[src/fga_defs.svh]
// Offsets, codes, power-up values and timing counts for the fieldbus gateway actuator command block.
// Assumes inclusion by bare name from every design file that needs these values.
`ifndef FGA_DEFS_SVH
`define FGA_DEFS_SVH

// Command numbers
`define FGA_CMD_RD_TYPE      8'h88
`define FGA_CMD_WR_TYPE      8'h89
`define FGA_CMD_RD_ACT       8'h92
`define FGA_TYPE_INDEX       8'h31

// Response codes
`define FGA_RC_OK            8'h00
`define FGA_RC_TOO_FEW       8'h05
`define FGA_RC_CMD_ERR       8'h06
`define FGA_RC_WPROT         8'h07
`define FGA_RC_RESTRICT      8'h10
`define FGA_RC_BUSY          8'h20

// Actuator role codes
`define FGA_ROLE_DISABLED    8'h00
`define FGA_ROLE_POSITIONING 8'h01
`define FGA_ROLE_TWO_STATE   8'h02

// Modbus function codes
`define FGA_MB_READ_HOLD     8'h03
`define FGA_MB_WRITE_MULTI   8'h10

// Power-up values: scaling factor 1.0 as IEEE single
`define FGA_SCALE_ONE        32'h3f800000
`define FGA_URV_INIT         32'h43480000
`define FGA_LRV_INIT         32'h00000000
`define FGA_URV_ADDR_INIT    16'h9c40
`define FGA_LRV_ADDR_INIT    16'hc350

// Remote range poll period, 0.2 s update time at 125 MHz
`define FGA_POLL_MS          200
`define FGA_CLK_KHZ          125000
`define FGA_POLL_CYC         (`FGA_POLL_MS * `FGA_CLK_KHZ)

`endif

[src/fga_pkg.sv]
// Types shared by the fieldbus gateway actuator command block.
// Assumes fga_defs.svh supplies the numeric values.
package fga_pkg;
    typedef struct packed {
        logic        pv_is_dv0;
        logic        range_remote;
        logic        range_read_only;
        logic [7:0]  data_type;
        logic [31:0] urv;
        logic [31:0] lrv;
        logic [15:0] urv_addr;
        logic [15:0] lrv_addr;
        logic [31:0] scale0;
        logic [31:0] scale1;
        logic [31:0] scale2;
        logic [31:0] scale3;
        logic [31:0] scale4;
        logic [31:0] scale5;
    } fga_cfg_t;
endpackage

[src/fga_scale_if.sv]
// Interface carrying one scaling request and its product between modules.
// Assumes a single clock domain shared by both ends.
`timescale 1ns/1ps
interface fga_scale_if;
    logic [31:0] operand;
    logic [31:0] factor;
    logic [31:0] product;
    modport requester (output operand, output factor, input product);
    modport scaler    (input operand, input factor, output product);
endinterface

[src/fga_gateway.sv]
// Top of the gateway actuator command block: configuration sets, scaling, range traffic, commands.
// Assumes a framed HART command arrives as command, byte count and up to two data bytes in one strobe.
//
// How it works
// - Range limits ignored unless variable 0 is primary
// - Remote read-write: write limits after apply
// - Remote read-only: poll limits from holding registers
// - Output variable equals input times scaling factor
// - Restore defaults overwrites config with initial values
// - Save-as-factory copies config into backup set
// - Restore factory copies backup into active config
// - Command 136 echoes index plus type byte
// - Short 136 request answers code 5
// - Command 137 stores type and echoes both bytes
// - Command 137 reports codes 5,6,7,16,32
// - Command 146 returns command byte, position, code 0
`timescale 1ns/1ps
`include "fga_defs.svh"
module fga_gateway (
    // Clock and reset
    input  wire logic                CORE_CLK_I,
    input  wire logic                RST_I,
    // Configuration write port
    input  wire logic                CFG_WR_I,
    input  wire fga_pkg::fga_cfg_t   CFG_DATA_I,
    input  wire logic                CFG_APPLY_I,
    input  wire logic                RESTORE_DEFAULTS_I,
    input  wire logic                SAVE_FACTORY_I,
    input  wire logic                RESTORE_FACTORY_I,
    output fga_pkg::fga_cfg_t        CFG_O,
    // Status inputs from the device
    input  wire logic                WRITE_PROTECT_I,
    input  wire logic                ACCESS_LOCK_I,
    input  wire logic                BUSY_I,
    input  wire logic [7:0]          ACT_COMMAND_I,
    input  wire logic [31:0]         ACT_POSITION_I,
    // Modbus variables and scaled outputs
    input  wire logic [191:0]        MB_VAR_I,
    output logic [191:0]             DEV_VAR_O,
    // Primary variable range
    output logic                     RANGE_VALID_O,
    output logic [31:0]              URV_O,
    output logic [31:0]              LRV_O,
    // Modbus range request
    output logic                     MB_REQ_O,
    output logic [7:0]               MB_FUNC_O,
    output logic [15:0]              MB_ADDR_O,
    output logic [31:0]              MB_WDATA_O,
    output logic [7:0]               MB_DTYPE_O,
    input  wire logic                MB_DONE_I,
    input  wire logic [31:0]         MB_RDATA_I,
    // HART command request
    input  wire logic                CMD_VALID_I,
    input  wire logic [7:0]          CMD_NUM_I,
    input  wire logic [7:0]          CMD_LEN_I,
    input  wire logic [7:0]          CMD_BYTE0_I,
    input  wire logic [7:0]          CMD_BYTE1_I,
    // HART command response
    output logic                     RSP_VALID_O,
    output logic [7:0]               RSP_CODE_O,
    output logic [7:0]               RSP_LEN_O,
    output logic [39:0]              RSP_DATA_O,
    output logic [7:0]               ACT_ROLE_O
);
    // Storage; only registers the reset leaves alone are the nonvolatile set
    fga_pkg::fga_cfg_t cfg_reg;
    fga_pkg::fga_cfg_t backup_reg;
    fga_pkg::fga_cfg_t default_cfg;
    logic [7:0]        role_reg;
    logic              store_init_reg = 1'b0;
    logic [31:0]       poll_cnt_reg;
    logic              poll_tick;
    logic              upper_sel;
    logic              range_en;
    logic [2:0]        var_sel_reg;
    logic [191:0]      dev_var_reg;
    logic [31:0]       scale_sel;
    logic              rsp_valid_reg;
    logic [7:0]        rsp_code_reg;
    logic [7:0]        rsp_len_reg;
    logic [39:0]       rsp_data_reg;
    logic [7:0]        rsp_code_next;
    logic [7:0]        rsp_len_next;
    logic [39:0]       rsp_data_next;
    logic              role_wr;
    logic              is_rd_type;
    logic              is_wr_type;
    logic              is_rd_act;
    logic              role_ok;

    fga_scale_if sif ();

    // System initial values
    assign default_cfg = '{pv_is_dv0: 1'b1, range_remote: 1'b0, range_read_only: 1'b0,
                           data_type: 8'h00, urv: `FGA_URV_INIT, lrv: `FGA_LRV_INIT,
                           urv_addr: `FGA_URV_ADDR_INIT, lrv_addr: `FGA_LRV_ADDR_INIT,
                           scale0: `FGA_SCALE_ONE, scale1: `FGA_SCALE_ONE, scale2: `FGA_SCALE_ONE,
                           scale3: `FGA_SCALE_ONE, scale4: `FGA_SCALE_ONE, scale5: `FGA_SCALE_ONE};

    // Nonvolatile set: first clock after power-up loads defaults, reset never touches it
    always_ff @(posedge CORE_CLK_I) begin
        store_init_reg <= 1'b1;
        if (!store_init_reg || RESTORE_DEFAULTS_I) begin
            cfg_reg <= default_cfg;
        end else if (RESTORE_FACTORY_I) begin
            cfg_reg <= backup_reg;
        end else if (CFG_WR_I) begin
            cfg_reg <= CFG_DATA_I;
        end else if (MB_DONE_I && cfg_reg.range_remote && cfg_reg.range_read_only && range_en) begin
            if (upper_sel) begin
                cfg_reg.urv <= MB_RDATA_I;
            end else begin
                cfg_reg.lrv <= MB_RDATA_I;
            end
        end
        if (!store_init_reg) begin
            backup_reg <= default_cfg;
        end else if (SAVE_FACTORY_I) begin
            backup_reg <= cfg_reg;
        end
        if (!store_init_reg) begin
            role_reg <= `FGA_ROLE_DISABLED;
        end else if (role_wr) begin
            role_reg <= CMD_BYTE1_I;
        end
    end

    // Range limits live only while variable 0 feeds the primary variable
    assign range_en = cfg_reg.pv_is_dv0;

    // Poll divider for remote read-only mode
    assign poll_tick = (poll_cnt_reg == `FGA_POLL_CYC - 1);
    always_ff @(posedge CORE_CLK_I or posedge RST_I) begin
        if (RST_I) begin
            poll_cnt_reg <= 32'h00000000;
        end else if (poll_tick) begin
            poll_cnt_reg <= 32'h00000000;
        end else begin
            poll_cnt_reg <= poll_cnt_reg + 32'h00000001;
        end
    end

    // Remote range traffic
    fga_range_seq u_seq (
        .clk_i       (CORE_CLK_I),
        .rst_i       (RST_I),
        .enable_i    (range_en && cfg_reg.range_remote),
        .read_only_i (cfg_reg.range_read_only),
        .apply_i     (CFG_APPLY_I),
        .poll_tick_i (poll_tick),
        .mb_req_o    (MB_REQ_O),
        .mb_func_o   (MB_FUNC_O),
        .mb_upper_o  (upper_sel),
        .mb_done_i   (MB_DONE_I)
    );
    // Address and data follow the limit in flight
    always_ff @(posedge CORE_CLK_I or posedge RST_I) begin
        if (RST_I) begin
            MB_ADDR_O  <= 16'h0000;
            MB_WDATA_O <= 32'h00000000;
            MB_DTYPE_O <= 8'h00;
        end else begin
            MB_ADDR_O  <= upper_sel ? cfg_reg.urv_addr : cfg_reg.lrv_addr;
            MB_WDATA_O <= upper_sel ? cfg_reg.urv : cfg_reg.lrv;
            MB_DTYPE_O <= cfg_reg.data_type;
        end
    end

    // Scaling: one shared multiplier visits the six variables in turn
    assign scale_sel = (var_sel_reg == 3'h0) ? cfg_reg.scale0 :
                       (var_sel_reg == 3'h1) ? cfg_reg.scale1 :
                       (var_sel_reg == 3'h2) ? cfg_reg.scale2 :
                       (var_sel_reg == 3'h3) ? cfg_reg.scale3 :
                       (var_sel_reg == 3'h4) ? cfg_reg.scale4 : cfg_reg.scale5;
    assign sif.operand = MB_VAR_I[var_sel_reg*32 +: 32];
    assign sif.factor  = scale_sel;
    fga_fmul u_mul (
        .clk_i (CORE_CLK_I),
        .rst_i (RST_I),
        .sif   (sif)
    );
    // Product lands one cycle after its operands, so store under the previous index
    logic [2:0] prev_sel_reg;
    always_ff @(posedge CORE_CLK_I or posedge RST_I) begin
        if (RST_I) begin
            var_sel_reg  <= 3'h0;
            prev_sel_reg <= 3'h0;
            dev_var_reg  <= 192'h0;
        end else begin
            var_sel_reg  <= (var_sel_reg == 3'h5) ? 3'h0 : var_sel_reg + 3'h1;
            prev_sel_reg <= var_sel_reg;
            dev_var_reg[prev_sel_reg*32 +: 32] <= sif.product;
        end
    end
    assign DEV_VAR_O = dev_var_reg;

    // Range outputs
    always_ff @(posedge CORE_CLK_I or posedge RST_I) begin
        if (RST_I) begin
            RANGE_VALID_O <= 1'b0;
            URV_O         <= 32'h00000000;
            LRV_O         <= 32'h00000000;
            CFG_O         <= '0;
            ACT_ROLE_O    <= 8'h00;
        end else begin
            RANGE_VALID_O <= range_en;
            URV_O         <= range_en ? cfg_reg.urv : 32'h00000000;
            LRV_O         <= range_en ? cfg_reg.lrv : 32'h00000000;
            CFG_O         <= cfg_reg;
            ACT_ROLE_O    <= role_reg;
        end
    end

    // Command decode
    assign is_rd_type = (CMD_NUM_I == `FGA_CMD_RD_TYPE);
    assign is_wr_type = (CMD_NUM_I == `FGA_CMD_WR_TYPE);
    assign is_rd_act  = (CMD_NUM_I == `FGA_CMD_RD_ACT);
    assign role_ok    = (CMD_BYTE1_I <= `FGA_ROLE_TWO_STATE) && (CMD_BYTE0_I == `FGA_TYPE_INDEX);
    assign role_wr    = CMD_VALID_I && is_wr_type && (rsp_code_next == `FGA_RC_OK);

    // Response selection; write errors in priority order
    always_comb begin
        rsp_code_next = `FGA_RC_OK;
        rsp_len_next  = 8'h00;
        rsp_data_next = 40'h0;
        if (is_rd_type) begin
            if (CMD_LEN_I < 8'h01) begin
                rsp_code_next = `FGA_RC_TOO_FEW;
            end else begin
                rsp_len_next  = 8'h02;
                rsp_data_next = {CMD_BYTE0_I, role_reg, 24'h000000};
            end
        end else if (is_wr_type) begin
            if (CMD_LEN_I < 8'h02) begin
                rsp_code_next = `FGA_RC_TOO_FEW;
            end else if (BUSY_I) begin
                rsp_code_next = `FGA_RC_BUSY;
            end else if (ACCESS_LOCK_I) begin
                rsp_code_next = `FGA_RC_RESTRICT;
            end else if (WRITE_PROTECT_I) begin
                rsp_code_next = `FGA_RC_WPROT;
            end else if (!role_ok) begin
                rsp_code_next = `FGA_RC_CMD_ERR;
            end else begin
                rsp_len_next  = 8'h02;
                rsp_data_next = {CMD_BYTE0_I, CMD_BYTE1_I, 24'h000000};
            end
        end else if (is_rd_act) begin
            rsp_len_next  = 8'h05;
            rsp_data_next = {ACT_COMMAND_I, ACT_POSITION_I};
        end
    end

    // Response registers, one-cycle strobe per taken command
    always_ff @(posedge CORE_CLK_I or posedge RST_I) begin
        if (RST_I) begin
            rsp_valid_reg <= 1'b0;
            rsp_code_reg  <= 8'h00;
            rsp_len_reg   <= 8'h00;
            rsp_data_reg  <= 40'h0;
        end else begin
            rsp_valid_reg <= CMD_VALID_I && (is_rd_type || is_wr_type || is_rd_act);
            if (CMD_VALID_I) begin
                rsp_code_reg <= rsp_code_next;
                rsp_len_reg  <= rsp_len_next;
                rsp_data_reg <= rsp_data_next;
            end
        end
    end
    assign RSP_VALID_O = rsp_valid_reg;
    assign RSP_CODE_O  = rsp_code_reg;
    assign RSP_LEN_O   = rsp_len_reg;
    assign RSP_DATA_O  = rsp_data_reg;
endmodule // fga_gateway

[src/fga_fmul.sv]
// Single-precision multiplier, truncating, flushing denormals to zero.
// Assumes operands are normal IEEE single values or zero; no NaN handling.
`timescale 1ns/1ps
module fga_fmul (
    // Clock and reset
    input  wire logic  clk_i,
    input  wire logic  rst_i,
    // Operands and product
    fga_scale_if.scaler sif
);
    logic        sgn;
    logic [9:0]  exp_sum;
    logic [47:0] mant;
    logic        zero_in;
    logic [9:0]  exp_adj;
    logic [22:0] frac;
    logic [31:0] product_reg;

    // Combinational product terms
    assign sgn     = sif.operand[31] ^ sif.factor[31];
    assign zero_in = (sif.operand[30:23] == 8'h00) || (sif.factor[30:23] == 8'h00);
    assign mant    = {1'b1, sif.operand[22:0]} * {1'b1, sif.factor[22:0]};
    assign exp_sum = {2'b00, sif.operand[30:23]} + {2'b00, sif.factor[30:23]} - 10'h07f;
    assign exp_adj = mant[47] ? exp_sum + 10'h001 : exp_sum;
    assign frac    = mant[47] ? mant[46:24] : mant[45:23];

    // Register the product; underflow flushes, overflow saturates
    always_ff @(posedge clk_i or posedge rst_i) begin
        if (rst_i) begin
            product_reg <= 32'h00000000;
        end else if (zero_in || exp_adj[9] || exp_adj == 10'h000) begin
            product_reg <= {sgn, 31'h00000000};
        end else if (exp_adj[8] || exp_adj[7:0] == 8'hff) begin
            product_reg <= {sgn, 8'hfe, 23'h7fffff};
        end else begin
            product_reg <= {sgn, exp_adj[7:0], frac};
        end
    end
    assign sif.product = product_reg;
endmodule // fga_fmul

[src/fga_range_seq.sv]
// Sequencer for remote range limit traffic toward the Modbus board.
// Assumes the Modbus engine accepts one request on mb_req_o and pulses mb_done_i.
`timescale 1ns/1ps
`include "fga_defs.svh"
module fga_range_seq (
    // Clock and reset
    input  wire logic        clk_i,
    input  wire logic        rst_i,
    // Configuration
    input  wire logic        enable_i,
    input  wire logic        read_only_i,
    input  wire logic        apply_i,
    input  wire logic        poll_tick_i,
    // Modbus request side
    output logic             mb_req_o,
    output logic [7:0]       mb_func_o,
    output logic             mb_upper_o,
    input  wire logic        mb_done_i
);
    typedef enum logic [1:0] {FGA_SEQ_IDLE, FGA_SEQ_UPPER, FGA_SEQ_LOWER} fga_seq_t;
    fga_seq_t   state_reg;
    fga_seq_t   state_next;
    logic       req_reg;
    logic [7:0] func_reg;
    logic       start;

    // Writes follow an apply, reads follow the poll tick
    assign start = enable_i && (read_only_i ? poll_tick_i : apply_i);

    // Walk upper then lower limit, one request each
    always_comb begin
        state_next = state_reg;
        unique case (state_reg)
            FGA_SEQ_IDLE:  if (start) state_next = FGA_SEQ_UPPER;
            FGA_SEQ_UPPER: if (mb_done_i) state_next = FGA_SEQ_LOWER;
            FGA_SEQ_LOWER: if (mb_done_i) state_next = FGA_SEQ_IDLE;
        endcase
    end

    // Hold the request and its function code
    always_ff @(posedge clk_i or posedge rst_i) begin
        if (rst_i) begin
            state_reg <= FGA_SEQ_IDLE;
            req_reg   <= 1'b0;
            func_reg  <= 8'h00;
        end else begin
            state_reg <= state_next;
            req_reg   <= (state_next != FGA_SEQ_IDLE);
            if (start && state_reg == FGA_SEQ_IDLE) begin
                func_reg <= read_only_i ? `FGA_MB_READ_HOLD : `FGA_MB_WRITE_MULTI;
            end
        end
    end
    assign mb_req_o   = req_reg;
    assign mb_func_o  = func_reg;
    assign mb_upper_o = (state_reg == FGA_SEQ_UPPER);
endmodule // fga_range_seq

[config.mk]
export PLATFORM = sky130hd
export DESIGN_NAME = fga_gateway
export DESIGN_NICKNAME = d
export VERILOG_FILES = /design/src/fga_pkg.sv /design/src/fga_scale_if.sv /design/src/fga_gateway.sv /design/src/fga_fmul.sv /design/src/fga_range_seq.sv
export VERILOG_INCLUDE_DIRS = /design/src
export SDC_FILE = /design/constraint.sdc
export NUM_CORES = 2
export LEC_CHECK = 0
export BUFFER_PORTS_ARGS = -buffer_cell sky130_fd_sc_hd__buf_4
export CORE_AREA = 2 2 501 503
export CTS_CLUSTER_SIZE = 28
export DETAILED_ROUTE_END_ITERATION = 6
export DIE_AREA = 0 0 503 505
export GPL_ROUTABILITY_DRIVEN = 0
export PLACE_DENSITY_LB_ADDON = 0.15
export SLEW_MARGIN = 5
export SYNTH_ARGS = -nofsm -noshare
export SYNTH_HDL_FRONTEND = slang
export SYNTH_SLANG_ARGS = --single-unit
[constraint.sdc]
create_clock -name CORE_CLK_I -period 31.4 [get_ports CORE_CLK_I]
set_input_delay 3.14 -clock CORE_CLK_I [delete_from_list [all_inputs] [get_ports CORE_CLK_I]]
set_output_delay 3.14 -clock CORE_CLK_I [all_outputs]
set_load 0.01 [all_outputs]
Word-level counts from Yosys, hierarchy flattened
Index checks and enable logic that the tools add are counted.
- add/sub/neg operators: 6
- multiply operators: 1
- magnitude comparators: 3
- equal/unequal tests: 14
- shifts and indexed selects: 3
- mux-type cells: 55
- bitwise operators: 1
- reduce and logical (&&, ||, !) cells: 28
- operator list (operator ; count):
    $mux W40 ; 9
    $mux W32 ; 11
    $mux W299 ; 1
    $mux W224 ; 1
    $bwmux W192 ; 1
    $shift A32 B34 Y192 const A ; 1
    $shiftx A192 B9 Y32 ; 1
    $shiftx A32 B34 Y192 ; 1
    $mux W64 ; 2
    $mux W31 ; 2
    $mul A24 B24 Y48 ; 1
    $neg A8 Y34 ; 1
    $add A32 B1 Y32 const B ; 1
    $eq A32 B25 Y1 const B ; 1
    $eq A8 B8 Y1 const B ; 4
    $logic_not A8 Y1 ; 3
    $mux W8 ; 3
    $mux W23 ; 1
    $mux W2 ; 9
    $mux W6 ; 3
    $mux W16 ; 1
    $mux W3 ; 5
    $mux W11 ; 1
    $add A10 B1 Y10 const B ; 1
    26 further kinds ; 46
- bits in registers: 1355
- bits of input ports: 607
- output and inout port bits: 686

Logic depth before layout (Yosys ltp)
- word-level depth: 14
- gate-level depth with buffers: 43

By module
From an unflattened synthesis, not the netlist that was laid out.
- cells, all modules: 6361
- area total of the unflattened synthesis: 70357.5 µm²
- modules (own cells, without submodules) (module ; times used ; cells each ; area an instance (µm²) ; sequential area each (µm²)):
    fga_gateway ; 1 ; 3999 ; 49419.9 ; 32646.3
    fga_fmul ; 1 ; 2326 ; 20594.8 ; 800.8
    fga_range_seq ; 1 ; 36 ; 342.8 ; 125.1

Worst setup path before layout
Ideal clock, no wire load.
- path kind: input -> register
- from: input MB_VAR_I[108]
- to: register u_mul.product_reg[21], in the netlist u_mul.sif.product[21]
- setup time: 127 ps
- arrival time: 10512 ps
- slack: 20760 ps
- cell stages on the path: 34
- buffers on the path: 3
- path through: mux2i_1 > a21oi_1 > a21oi_1 > o21ai_0 > clkbuf_1 > nand2_1 > fa_1 > inv_1 > fa_1 > inv_1 > fa_1 > inv_1 > fa_1 > inv_1 > fa_1 > inv_1 > fa_1 > inv_1 > fa_1 > inv_1 > ha_1 > nand3_1 > nor2_1 > nand4_1 > o21a_1 > a211o_1 > or3_1 > and3_4 > or2_1 > buf_6 > mux2_4 > a2bb2oi_4 > buf_4 > a31oi_1
- cells in the longest elaborated chain, start to end: 7
- elaborated cells on any way between the ends: 11
- RTL lines (element ; RTL line ; RTL):
    start, declared ; fga_gateway.sv:38 ; input wire logic [191:0] MB_VAR_I,
    $shiftx A192 B9 Y32 (*) ; fga_gateway.sv:175 ; assign sif.operand = MB_VAR_I[var_sel_reg*32 +: 32];
    $mul A24 B24 Y48 (*) ; fga_fmul.sv:22 ; assign mant = {1'b1, sif.operand[22:0]} * {1'b1, sif.factor[22:0]};
    $mux W10 ; fga_fmul.sv:24 ; assign exp_adj = mant[47] ? exp_sum + 10'h001 : exp_sum;
    $eq A8 B8 Y1 ; fga_fmul.sv:33 ; end else if (exp_adj[8] || exp_adj[7:0] == 8'hff) begin
    $logic_or A1 B1 Y1 ; fga_fmul.sv:33 ;
    $mux W31 ; fga_fmul.sv:33 ;
    $mux W31 (*) ; fga_fmul.sv:31 ; end else if (zero_in || exp_adj[9] || exp_adj == 10'h000) begin
    end signal, assigned ; fga_fmul.sv:32 ; product_reg <= {sgn, 31'h00000000};
    end signal, assigned ; fga_fmul.sv:34 ; product_reg <= {sgn, 8'hfe, 23'h7fffff};
    end signal, assigned ; fga_fmul.sv:36 ; product_reg <= {sgn, exp_adj[7:0], frac};
    end, declared ; fga_fmul.sv:17 ; logic [31:0] product_reg;
Every way passes the cells marked *; elsewhere a longest branch is shown, timed or not.
A chain may end at the register's enable or synchronous reset.

Worst setup path in the final report
- from: register var_sel_reg[0]
- to: register u_mul.product_reg[15], in the netlist u_mul.sif.product[15]
- cells in the longest elaborated chain, start to end: 14
- elaborated cells on any way between the ends: 27
- RTL lines (element ; RTL line ; RTL):
    start, declared ; fga_gateway.sv:75 ; logic [2:0] var_sel_reg;
    start signal, assigned ; fga_gateway.sv:190 ; var_sel_reg <= (var_sel_reg == 3'h5) ? 3'h0 : var_sel_reg + 3'h1;
    branches (longest 13 deep; another with $sub A10 B7 Y10) ; n/a ;
    $mux W31 (*) ; fga_fmul.sv:31 ;
Every way passes the cells marked *.

==> flow_summary.json <==
{
  "numPortBuffers": 1279,
  "hp-start": "cfg_reg[293]",
  "area_growth_pct": 26.8,
  "crit_arrival_ns": 13.80,
  "cts_buffers": 157,
  "min-delay-path-class": "flip-flop to flip-flop",
  "fp.dieW_um": 503,
  "ctsHoldBuffers": 0,
  "avgSynthCellArea_sq_um": 11.0,
  "antenna_found_initial": 55,
  "grt_pass1_vias": 53321,
  "cp_slowest_cell": "or2_1",
  "synth.area.mux_share": 0.0995,
  "coreArea_sq_um": 248000,
  "finalSetupViolCount": 0,
  "start_kind": "flip-flop",
  "leakage_uw": 0.0403,
  "synth_compound_area_frac": 0.0748,
  "final_common_cell": "buf_4",
  "worst-path-max-fanout": 41,
  "clock-sinks": 1340,
  "seq_area_frac_synth": 0.483,
  "post_drt_wl_per_cell_um": 27.1,
  "worstMarginPinSlew_ns": 1.24,
  "grt_pass1_wl_um": 413000,
  "cts_setup_buffers": 0,
  "reg2reg_from": "var_sel_reg[0]",
  "drt-total-wl_um": 297000,
  "syn_inst": 6326,
  "drc": 0,
  "dpl_worst_slack_ns": 18.15,
  "cpPeakStageDelay_ns": 0.96,
  "cp-end-kind": "flip-flop",
  "num_vias": 51455,
  "finalCritPeriodShare": 0.420,
  "htree_levels": 4,
  "critPathKind": "flip-flop to flip-flop",
  "largest_reg_flops": 299,
  "setup_tns_ns": 0,
  "cts_resized": 0,
  "max_freq_ghz": 0.0758,
  "ios": 1293,
  "cts-root-buf": "clkbuf_16",
  "irDropWorstVdd_mv": 0.0881,
  "clkLatencyLatePin_ns": 0.85,
  "fin_crit_ns": 13.19,
  "setup.worst_path.start": "var_sel_reg[0]",
  "ys.flop_type": "dfrtp_1",
  "holdWs_ns": 0.331,
  "drv_slew": 0,
  "synthAdderAreaFrac": 0.173,
  "die_y_um": 505,
  "first_pass_iters": 5,
  "status": "finished, final reports clean",
  "die_area_sq_um": 254000,
  "setup_ws_ns": 18.21,
  "grt-ovfl-total": 0,
  "async_reset_ff_frac": 0.548,
  "max_cap_viol_count": 0,
  "dp.cells": 10658,
  "skew_ns": 0.101,
  "fin_nets": 8763,
  "grt_max_degree": 125,
  "hpwl_um": 228000,
  "yosys_register_bits": 1340,
  "synth_edf_count": 307,
  "synth_xor_area_frac": 0.00940,
  "instances_no_fill": 10976,
  "required_ns": 32.00,
  "hold_violations": 0,
  "start_util": 0.280,
  "cts.path.max_buffers": 3,
  "synth_area_sq_um": 69500,
  "first_iter_violations": 3435,
  "grt_usage": 0.229,
  "detail-route-antenna-nets": 0,
  "synth-simple-area-share": 0.104,
  "fill_cells": 25340,
  "p_total_uw": 7060,
  "powerDensity_nw_per_um2": 80.2,
  "relSlewSlack": 0.174,
  "placementRows": 183,
  "worst-path-buf-inv": 6,
  "cp_common_cell": "fa_1",
  "cts_tree": "done",
  "yosysWarnings": 0,
  "vias_per_cell": 4.69,
  "crit_family": "adder cells",
  "most-common-layout-cells": "buf_4, nor2_1, dfrtp_1",
  "yosysUniqueCellTypes": 82,
  "synth_top_family_by_area": "adder cells",
  "clkTransAtPathRegs_ns": 0.06,
  "drive_gt1_frac": 0.261,
  "rsz0062_at_grt": "false"
}
[metal layers]
metal	global-route usage	wire, um	up-vias
met5	0	171	-
met4	0.0825	10700	26
met3	0.0454	17800	379
met2	0.399	150000	1645
met1	0.278	118000	26305
li1	-	-	23100
[synth_stat cells (50+ instances only)]
| cell | count | area (sq um) |
|---|---|---|
| nor2_1 | 887 | 3330 |
| dfrtp_1 | 734 | 18400 |
| inv_1 | 619 | 2320 |
| a21oi_1 | 566 | 2830 |
| fa_1 | 482 | 9650 |
| nand2_1 | 412 | 1550 |
| mux2_2 | 333 | 3750 |
| mux2i_1 | 312 | 3120 |
| edfxtp_1 | 307 | 9220 |
| dfxtp_1 | 299 | 5990 |
| clkbuf_1 | 274 | 1030 |
| ha_1 | 187 | 2340 |
| o21ai_0 | 116 | 581 |
| and2_1 | 91 | 569 |
| nand2b_1 | 73 | 457 |
| nand3_1 | 65 | 325 |
| buf_1 | 63 | 236 |
| nor2b_1 | 50 | 313 |
[metrics by stage]
step | cell area (sq um) | util
2_1_floorplan | 69500 | -
3_3_place_gp | 82700 | 0.333
3_5_place_dp | 82700 | 0.333
4_1_cts | 88000 | 0.355
5_1_grt | 88000 | 0.355
6_report | 88100 | 0.355
[power by group]
part | switching, uW | internal (uW) | total (uW)
logic | 1760 | 1190 | 2960
registers | 210 | 2020 | 2230
clock network | 807 | 1070 | 1880
[final timing paths]
path | depth (start not counted) | endpoint | slack, ns
max reg2reg | 31 | u_mul.sif.product[15] | 18.21
max | 31 | u_mul.sif.product[15] | 18.21
min in group asynchronous | 2 | ACT_ROLE_O[3] | 2.46
min | 0 | CFG_O[293] | 0.33
min reg2reg | 0 | CFG_O[293] | 0.33
max in group asynchronous | 4 | CFG_O[84] | 26.70
[area by class of cell]
cell class	count	area [sq um]	share of cell area
Sequential cell	1340	33600	0.381
Multi-Input combinational cell	3993	32200	0.366
Timing Repair Buffer	1366	10300	0.117
Clock buffer	229	4500	0.0511
Tap cell	3330	4170	0.0473
Inverter	629	2370	0.0269
Clock inverter	64	832	0.00945
Antenna cell	25	62.6	0.000710
[cell families (layout without fill, tap and decap cells)]
logic type,count (synthesis),after routing
and+or+nand+nor,1679,1679
xor gates and xnor gates,73,73
buffers and inverters,1005,2288
muxes,647,647
other,1,38
adders and majority gates,669,669
DFF,1340,1340
AOI/OAI and AO/OA,912,912
Power figures use the tool's default switching activity.
